## config.mk

```make
export PLATFORM = sky130hd
export DESIGN_NAME = epi_top
export DESIGN_NICKNAME = d
export VERILOG_FILES = /design/src/rtl/epi_pkg.sv /design/src/rtl/epi_top.sv /design/src/rtl/epi_sync.sv /design/src/rtl/epi_line.sv
export SDC_FILE = /design/constraint.sdc
export NUM_CORES = 1
export LEC_CHECK = 0
export ABC_AREA = 1
export BUFFER_PORTS_ARGS = -buffer_cell sky130_fd_sc_hd__clkbuf_2
export CAP_MARGIN = 40
export CELL_PAD_IN_SITES_DETAIL_PLACEMENT = 1
export CELL_PAD_IN_SITES_GLOBAL_PLACEMENT = 2
export CORE_MARGIN = 1.5
export CORE_UTILIZATION = 33
export DETAILED_ROUTE_END_ITERATION = 16
export HOLD_SLACK_MARGIN = 0.02
export MAX_ROUTING_LAYER = met4
export PLACE_DENSITY_LB_ADDON = 0.1
export SLEW_MARGIN = 20
export SYNTH_ARGS = -nofsm -noshare
export SYNTH_HDL_FRONTEND = slang
export SYNTH_HIERARCHICAL = 1
export SYNTH_SLANG_ARGS = --single-unit
export TNS_END_PERCENT = 50
```

## constraint.sdc

```tcl
create_clock -name clk_i -period 3.5 [get_ports clk_i]
set_input_delay 0.175 -clock clk_i [delete_from_list [all_inputs] [get_ports clk_i]]
set_output_delay 0.175 -clock clk_i [all_outputs]
set_load 0.005 [all_outputs]
```

## src/rtl/epi_pkg.sv

```systemverilog
// Package for the external pin interrupt unit: register map, field layout,
// sense encodings and bus carrier types. Assumes a 32-bit classic Wishbone bus.
package epi_pkg;

   // Register word indices, matched against address bits 9:2; printed indices are not all multiples of four
   localparam logic [7:0] SENSE_IDX   = 8'h69;
   localparam logic [7:0] LINE_EN_IDX = 8'h3d;
   localparam logic [7:0] LINE_FL_IDX = 8'h3c;
   localparam logic [7:0] GRP_EN_IDX  = 8'h68;
   localparam logic [7:0] GRP_FL_IDX  = 8'h3b;
   localparam logic [7:0] MASK0_IDX   = 8'h6b;
   localparam logic [7:0] MASK1_IDX   = 8'h6c;
   localparam logic [7:0] MASK2_IDX   = 8'h6d;
   localparam logic [7:0] GIE_IDX     = 8'h5f;
   localparam int         ADDR_W      = 10;

   // Widths and reset values
   localparam int         NUM_LINES   = 2;
   localparam int         NUM_GROUPS  = 3;
   localparam int         GRP_W       = 8;
   localparam logic [7:0] REG_RST     = 8'h00;
   localparam logic [7:0] MASK1_VALID = 8'h7f;
   localparam logic [31:0] UNMAPPED_RD = 32'h0000_0000;

   // Sense field layout: line n at bits 2n+1:2n
   localparam int         SENSE_W     = 2;

   typedef enum logic [1:0] {
      SENSE_LOW     = 2'h0,
      SENSE_CHANGE  = 2'h1,
      SENSE_FALLING = 2'h2,
      SENSE_RISING  = 2'h3
   } epi_sense_type;

   // Wishbone request carrier
   typedef struct packed {
      logic              cyc;
      logic              stb;
      logic              we;
      logic [3:0]        sel;
      logic [ADDR_W-1:0] adr;
      logic [31:0]       dat;
   } epi_wb_req_type;

   // Wishbone answer carrier
   typedef struct packed {
      logic        ack;
      logic [31:0] dat;
   } epi_wb_rsp_type;

endpackage

```

## src/rtl/epi_top.sv

```systemverilog
// External pin interrupt unit: two sensed lines and three pin-change groups.
// Assumes a classic Wishbone master on clk_i and a core that pulses an
// acknowledge per source when it vectors.
// Behaviour
// [RULE_01] Line 1 sense in bits 3:2
// [RULE_02] Line 0 sense in bits 1:0
// [RULE_03] Sample pin before edge detection
// [RULE_04] Source holds low level until instruction ends
// [RULE_05] Line request needs enable and global enable
// [RULE_06] Pins detected even when driven as outputs
// [RULE_07] Each line has its own vector
// [RULE_08] Edge on line sets its flag
// [RULE_09] Acknowledge or write-one clears line flag
// [RULE_10] Level mode holds line flag zero
// [RULE_11] Unused register bits read zero
// [RULE_12] Three group enables gated by global enable
// [RULE_13] Any masked pin change raises group
// [RULE_14] Each group has its own vector
// [RULE_15] Pin change sets group flag
// [RULE_16] Acknowledge or write-one clears group flag
// [RULE_17] Mask bit works only with group enable
// [RULE_18] Pin change detected on synchronised samples
// [RULE_19] Core acknowledge clears matching flag
`timescale 1ns/1ps
module epi_top (
   // Clock and reset
   input  wire logic                                          clk_i,
   input  wire logic                                          srst_i,
   // Wishbone slave
   input  wire epi_pkg::epi_wb_req_type                       wb_req_i,
   output epi_pkg::epi_wb_rsp_type                            wb_rsp_o,
   // Pins, sampled at the pad whatever the port direction
   input  wire logic [epi_pkg::NUM_LINES-1:0]                 ext_line_i,
   input  wire logic [epi_pkg::NUM_GROUPS*epi_pkg::GRP_W-1:0] group_pins_i,
   // Core side
   input  wire logic                                          cpu_gie_i,
   input  wire logic [epi_pkg::NUM_LINES-1:0]                 line_ack_i,
   input  wire logic [epi_pkg::NUM_GROUPS-1:0]                group_ack_i,
   output logic      [epi_pkg::NUM_LINES-1:0]                 line_irq_o,
   output logic      [epi_pkg::NUM_GROUPS-1:0]                group_irq_o,
   output logic                                               cpu_gie_o
);

   localparam int NL = epi_pkg::NUM_LINES;
   localparam int NG = epi_pkg::NUM_GROUPS;
   localparam int GW = epi_pkg::GRP_W;

   // Address match of a register index against the word address
   function automatic logic hit(input logic [epi_pkg::ADDR_W-1:0] adr, input logic [7:0] idx);
      hit = (adr[epi_pkg::ADDR_W-1:2] == idx);
   endfunction

   // Registers
   logic [7:0]       sense_q;
   logic [NL-1:0]    line_en_q;
   logic [NG-1:0]    grp_en_q;
   logic [NG-1:0]    grp_fl_q;
   logic [NG-1:0]    grp_fl_d;
   logic [GW-1:0]    mask_q [NG];
   logic             gie_q;
   logic             ack_q;
   logic [31:0]      rdat_q;
   logic [7:0]       rd_byte;

   // Synchronised pins and pin history
   logic [NL-1:0]    line_s;
   logic [NG*GW-1:0] grp_s;
   logic [NG*GW-1:0] grp_prev_q;
   logic [NL-1:0]    line_fl;
   logic [NL-1:0]    line_cond;
   logic [NG-1:0]    grp_change;

   // Bus decode
   logic             req;
   logic             wr0;
   logic             wr_sense;
   logic             wr_len;
   logic             wr_lfl;
   logic             wr_gen;
   logic             wr_gfl;
   logic             wr_gie;
   logic [NG-1:0]    wr_mask;
   logic [7:0]       wb_byte;

   assign req      = wb_req_i.cyc & wb_req_i.stb & ~ack_q;
   assign wr0      = req & wb_req_i.we & wb_req_i.sel[0];
   assign wb_byte  = wb_req_i.dat[7:0];
   assign wr_sense = wr0 & hit(wb_req_i.adr, epi_pkg::SENSE_IDX);
   assign wr_len   = wr0 & hit(wb_req_i.adr, epi_pkg::LINE_EN_IDX);
   assign wr_lfl   = wr0 & hit(wb_req_i.adr, epi_pkg::LINE_FL_IDX);
   assign wr_gen   = wr0 & hit(wb_req_i.adr, epi_pkg::GRP_EN_IDX);
   assign wr_gfl   = wr0 & hit(wb_req_i.adr, epi_pkg::GRP_FL_IDX);
   assign wr_gie   = wr0 & hit(wb_req_i.adr, epi_pkg::GIE_IDX);
   assign wr_mask[0] = wr0 & hit(wb_req_i.adr, epi_pkg::MASK0_IDX);
   assign wr_mask[1] = wr0 & hit(wb_req_i.adr, epi_pkg::MASK1_IDX);
   assign wr_mask[2] = wr0 & hit(wb_req_i.adr, epi_pkg::MASK2_IDX);

   // Pins pass two flops first; pad level is seen even when pin drives out
   epi_sync #(.WIDTH(NL)) u_line_sync ( // see [RULE_03] see [RULE_06]
      .clk_i  (clk_i),
      .srst_i (srst_i),
      .pin_i  (ext_line_i),
      .sync_o (line_s)
   );

   epi_sync #(.WIDTH(NG*GW)) u_grp_sync ( // see [RULE_18] see [RULE_06]
      .clk_i  (clk_i),
      .srst_i (srst_i),
      .pin_i  (group_pins_i),
      .sync_o (grp_s)
   );

   // Per-line sense decode and flag; line n sense at bits 2n+1:2n
   generate
      for (genvar n = 0; n < NL; n++)
      begin : g_line
         epi_line u_line ( // see [RULE_01] see [RULE_02] see [RULE_08] see [RULE_10]
            .clk_i    (clk_i),
            .srst_i   (srst_i),
            .pin_i    (line_s[n]),
            .sense_i  (epi_pkg::epi_sense_type'(sense_q[n*epi_pkg::SENSE_W +: epi_pkg::SENSE_W])),
            .clr_wr_i (wr_lfl & wb_byte[n]),  // see [RULE_09]
            .ack_i    (line_ack_i[n]),        // see [RULE_19]
            .flag_o   (line_fl[n]),
            .cond_o   (line_cond[n])
         );
         // Own request per line, gated by enable and global enable
         assign line_irq_o[n] = line_cond[n] & line_en_q[n] & gie_q; // see [RULE_05] see [RULE_07]
      end
   endgenerate

   // Group change detect over masked pins; flag set wins over clear
   generate
      for (genvar g = 0; g < NG; g++)
      begin : g_grp
         assign grp_change[g] = |((grp_s[g*GW +: GW] ^ grp_prev_q[g*GW +: GW]) & mask_q[g]); // see [RULE_13]
         assign grp_fl_d[g]   = grp_change[g] |
                                (grp_fl_q[g] & ~((wr_gfl & wb_byte[g]) | group_ack_i[g])); // see [RULE_15] see [RULE_16] see [RULE_19]
         // Mask only counts through the group enable and global enable
         assign group_irq_o[g] = grp_fl_q[g] & grp_en_q[g] & gie_q; // see [RULE_12] see [RULE_14] see [RULE_17]
      end
   endgenerate

   // Register file writes; reserved bits are never stored
   always_ff @(posedge clk_i)
   begin
      if (srst_i)
      begin
         sense_q    <= epi_pkg::REG_RST;
         line_en_q  <= '0;
         grp_en_q   <= '0;
         grp_fl_q   <= '0;
         gie_q      <= 1'b0;
         grp_prev_q <= '1;
         for (int i = 0; i < NG; i++)
         begin
            mask_q[i] <= epi_pkg::REG_RST;
         end
      end
      else
      begin
         grp_prev_q <= grp_s;
         grp_fl_q   <= grp_fl_d;
         if (wr_sense)
         begin
            sense_q <= {4'h0, wb_byte[3:0]}; // see [RULE_11]
         end
         if (wr_len)
         begin
            line_en_q <= wb_byte[NL-1:0];
         end
         if (wr_gen)
         begin
            grp_en_q <= wb_byte[NG-1:0];
         end
         if (wr_gie)
         begin
            gie_q <= wb_byte[0];
         end
         for (int i = 0; i < NG; i++)
         begin
            if (wr_mask[i])
            begin
               mask_q[i] <= (i == 1) ? (wb_byte & epi_pkg::MASK1_VALID) : wb_byte;
            end
         end
      end
   end

   // Read mux; unused bits and unmapped addresses read zero
   assign rd_byte =
      hit(wb_req_i.adr, epi_pkg::SENSE_IDX)   ? sense_q :
      hit(wb_req_i.adr, epi_pkg::LINE_EN_IDX) ? {6'h00, line_en_q} :
      hit(wb_req_i.adr, epi_pkg::LINE_FL_IDX) ? {6'h00, line_fl} :
      hit(wb_req_i.adr, epi_pkg::GRP_EN_IDX)  ? {5'h00, grp_en_q} :
      hit(wb_req_i.adr, epi_pkg::GRP_FL_IDX)  ? {5'h00, grp_fl_q} :
      hit(wb_req_i.adr, epi_pkg::MASK0_IDX)   ? mask_q[0] :
      hit(wb_req_i.adr, epi_pkg::MASK1_IDX)   ? mask_q[1] :
      hit(wb_req_i.adr, epi_pkg::MASK2_IDX)   ? mask_q[2] :
      hit(wb_req_i.adr, epi_pkg::GIE_IDX)     ? {7'h00, gie_q} : 8'h00; // see [RULE_11]

   // One-cycle ack; every address answers, so the bus never hangs
   always_ff @(posedge clk_i)
   begin
      if (srst_i)
      begin
         ack_q  <= 1'b0;
         rdat_q <= epi_pkg::UNMAPPED_RD;
      end
      else
      begin
         ack_q  <= req;
         rdat_q <= {24'h000000, rd_byte};
      end
   end

   assign wb_rsp_o.ack = ack_q;
   assign wb_rsp_o.dat = rdat_q;
   assign cpu_gie_o    = gie_q;

endmodule

```

## src/rtl/epi_sync.sv

```systemverilog
// Two-flop synchroniser for a vector of pin levels.
// Assumes the pins are asynchronous to clk_i; first stage feeds only the second.
`timescale 1ns/1ps
module epi_sync #(
   parameter int WIDTH = 8
) (
   // Clock and reset
   input  wire logic             clk_i,
   input  wire logic             srst_i,
   // Pins in, synchronised level out
   input  wire logic [WIDTH-1:0] pin_i,
   output logic      [WIDTH-1:0] sync_o
);

   logic [WIDTH-1:0] meta_q;
   logic [WIDTH-1:0] sync_q;

   // Two stages; reset forces a quiet idle-high level
   always_ff @(posedge clk_i)
   begin
      if (srst_i)
      begin
         meta_q <= '1;
         sync_q <= '1;
      end
      else
      begin
         meta_q <= pin_i;
         sync_q <= meta_q;
      end
   end

   assign sync_o = sync_q;

endmodule

```

## src/rtl/epi_line.sv

```systemverilog
// One external interrupt line: sense decode, edge detection and sticky flag.
// Assumes a synchronised pin level; the flag clears by acknowledge or write-one.
`timescale 1ns/1ps
module epi_line (
   // Clock and reset
   input  wire logic                    clk_i,
   input  wire logic                    srst_i,
   // Synchronised pin and configuration
   input  wire logic                    pin_i,
   input  wire epi_pkg::epi_sense_type  sense_i,
   // Flag clearing
   input  wire logic                    clr_wr_i,
   input  wire logic                    ack_i,
   // Status
   output logic                         flag_o,
   output logic                         cond_o
);

   logic prev_q;
   logic flag_q;
   logic flag_d;
   logic rise;
   logic fall;
   logic edge_hit;
   logic level_mode;

   // Edge detection on the sampled level
   assign rise       = pin_i & ~prev_q;
   assign fall       = ~pin_i & prev_q;
   assign level_mode = (sense_i == epi_pkg::SENSE_LOW);
   assign edge_hit   = (sense_i == epi_pkg::SENSE_CHANGE)  ? (rise | fall) :
                       (sense_i == epi_pkg::SENSE_FALLING) ? fall :
                       (sense_i == epi_pkg::SENSE_RISING)  ? rise : 1'b0;

   // Set wins over clear; level mode pins the flag at zero
   assign flag_d = level_mode ? 1'b0 : (edge_hit | (flag_q & ~(clr_wr_i | ack_i)));

   always_ff @(posedge clk_i)
   begin
      if (srst_i)
      begin
         prev_q <= 1'b1;
         flag_q <= 1'b0;
      end
      else
      begin
         prev_q <= pin_i;
         flag_q <= flag_d;
      end
   end

   assign flag_o = flag_q;
   assign cond_o = level_mode ? ~pin_i : flag_q;

endmodule

```

==> results_dict.tcl <==
set metrics [dict create \
    power.density_nw_per_um2 539 \
    grt_pass1_vias 3967 \
    path_class "flip-flop to flip-flop" \
    vias 3849 \
    worstSetupStartpoint "ack_q" \
    skew_ns 0.00757 \
    drtIter0Drc 87 \
    cts_buffers 17 \
    hold_viol 0 \
    num_rows 44 \
    placedCellCount 842 \
    path_buf_inv 1 \
    wire_per_inst_um 13.4 \
    hold_start "wb_req_i[47]" \
    grt_pass1_wl_um 19800 \
    gp_congestion 0.837 \
    ctsHtreeMaxLevel 4 \
    r2r_start "ack_q" \
    whs_ns 0.0652 \
    die_w_um 125 \
    syn_area_um2 4920 \
    port_buffers 66 \
    cp_data_arrival_time_ns 2.09 \
    fp.dieH_um 125 \
    final_cells 899 \
    viasPerCell 4.28 \
    fmax_mhz 508 \
    critical_path_depth 4 \
    ctsRootBufferMaster "clkbuf_16" \
    r2r_end "mask_q[0][11]" \
    clock_sinks 122 \
    dieArea_um2 15700 \
    cp-endpoint "mask_q[0][11]" \
    max_cap_viol_count 0 \
    fp.coreArea_um2 14500 \
    io-pin-count 122 \
    setup_slack_ns 1.53 \
    slew_violations 0 \
    clk_pin_slew_worst_paths_ns 0.05 \
    fin_nets 791 \
    run_status "completed" \
    clockBufferDepth 2 \
    detail_route.drc_violations 0 \
    place_worst_setup_slack_ns 1.46 \
    routed_wirelength_um 12100 \
    vdd_ir_drop_max_uv 316 \
    cp-end-kind "flip-flop" \
    r2r_cells 4 \
    worstPathMaxFanout 7 \
    clock_latency_ns 0.41 \
    netlist_instances 599 \
    cp.required_ns 3.62 \
    layout_commonest_cell "nand2_1" \
    cp_slowest_stage_delay_ns 0.67 \
    fin_crit_sh_pct 56.3 \
    dr.pass1.iters 6 \
    start_util_pct 33.9 \
    start_kind "flip-flop" \
    area_growth_pct 25.6 \
    drive_above_1_share_pct 20.7 \
    grt_use_total_pct 16.8 \
    cpLargestDelayFamily "compound AO/OA/AOI/OAI gates" \
    overflow 0 \
    grt_max_degree 47 \
    fin_crit_ns 1.97 \
    r2r_setup_slack_ns 1.53 \
    fin_tns_setup_ns 0 \
    antennaDiodeCount 0 \
    ys_warn_count 6 \
    post-cts-setup-buffer-count 0 \
    syn_area_per_cell_um2 8.22 \
    crit_path_cell_trace "nor2_1, nand4_2, o21ai_0, buf_2" \
    relSlewSlack_pct 52.5 \
    rsz0062_at_grt "no" \
    worst_slew_pin_slew_ns 0.705 \
    final_util_pct 42.6 \
    cts_tree "done" \
    hold_class "primary input to flip-flop" \
    p_leak_uw 0.00310 \
    layout_common_cells "nand2_1, dfxtp_1, inv_1" \
    ant_nets 0 \
    place_hpwl_um 8760 \
    setup-violations-final 0 \
    cp_slowest_cell "o21ai_0" \
    antenna_found_initial 0 \
]
==> area by class of cell <==
cell class                      instances  area, um2
Inverter                              102        384
Clock buffer                           22        495
Multi-Input combinational cell        364       1710
Clock inverter                          8       66.3
Sequential cell                       122       2670
Tap cell                              184        230
Timing Repair Buffer                   97        628
Fill cell                            1779       8350
==> per-stage QoR <==
step,cell area (um2),power (uW)
2_1_floorplan,5010,1640
3_3_place_gp,5350,1690
3_5_place_dp,5350,1700
4_1_cts,6180,3380
5_1_grt,6180,3470
6_report,6180,3340
==> worst register-to-register path: stages, from the launching register on <==
cell     delay, ns
dfxtp_1       0.30
nor2_1        0.16
nand4_2       0.27
o21ai_0       0.67
buf_2         0.27
==> report_power, final <==
group / total (uW) / switching [uW] / internal (uW)
clock: 1650 / 590 / 1060
sequential: 1500 / 23.5 / 1480
combinational: 183 / 105 / 78.0
total: 3340 / 719 / 2620
==> layer usage <==
| metal | global-route usage [%] | routed length (um) | vias up |
|---|---|---|---|
| met4 | 6.62 | 248 | 0 |
| met2 | 28.2 | 5930 | 71 |
| li1 | - | - | 1985 |
| met1 | 19.0 | 5510 | 1774 |
| met5 | - | 0 | - |
| met3 | 4.62 | 377 | 19 |
==> sequential cells by signal, summed over array words and instances (netlist names) <==
signal and cells:
cpu_gie_o 1, grp_fl_q 3, rdat_q 8, sense_q 4, grp_prev_q 23, g_line.u_line/prev_q 2
line_en_q 2, ack_q 1, u_grp_sync/sync_o 23, mask_q 23, u_grp_sync/meta_q 23, g_line.u_line/flag_o 2
u_line_sync/sync_o 2, u_line_sync/meta_q 2, grp_en_q 3
==> worst min path at each step <==
stage | slack (ns) | end | depth (start not counted)
after floorplan | 0.26 | u_grp_sync/meta_q[22] | 2
after global placement | 0.35 | u_line_sync/meta_q[0] | 3
after detailed placement | 0.36 | u_grp_sync/meta_q[23] | 3
after CTS | 0.05 | ack_q | 5
after global routing | 0.06 | line_en_q[1] | 3
final | 0.07 | ack_q | 5
==> repair_timing <==
| item | in CTS | in global routing |
|---|---|---|
| resized for setup | 0 | 0 |
| hold buffers | 27 | 0 |
| endpoints found under the hold margin | 27 | 0 |
Power figures use the tool's default switching activity.
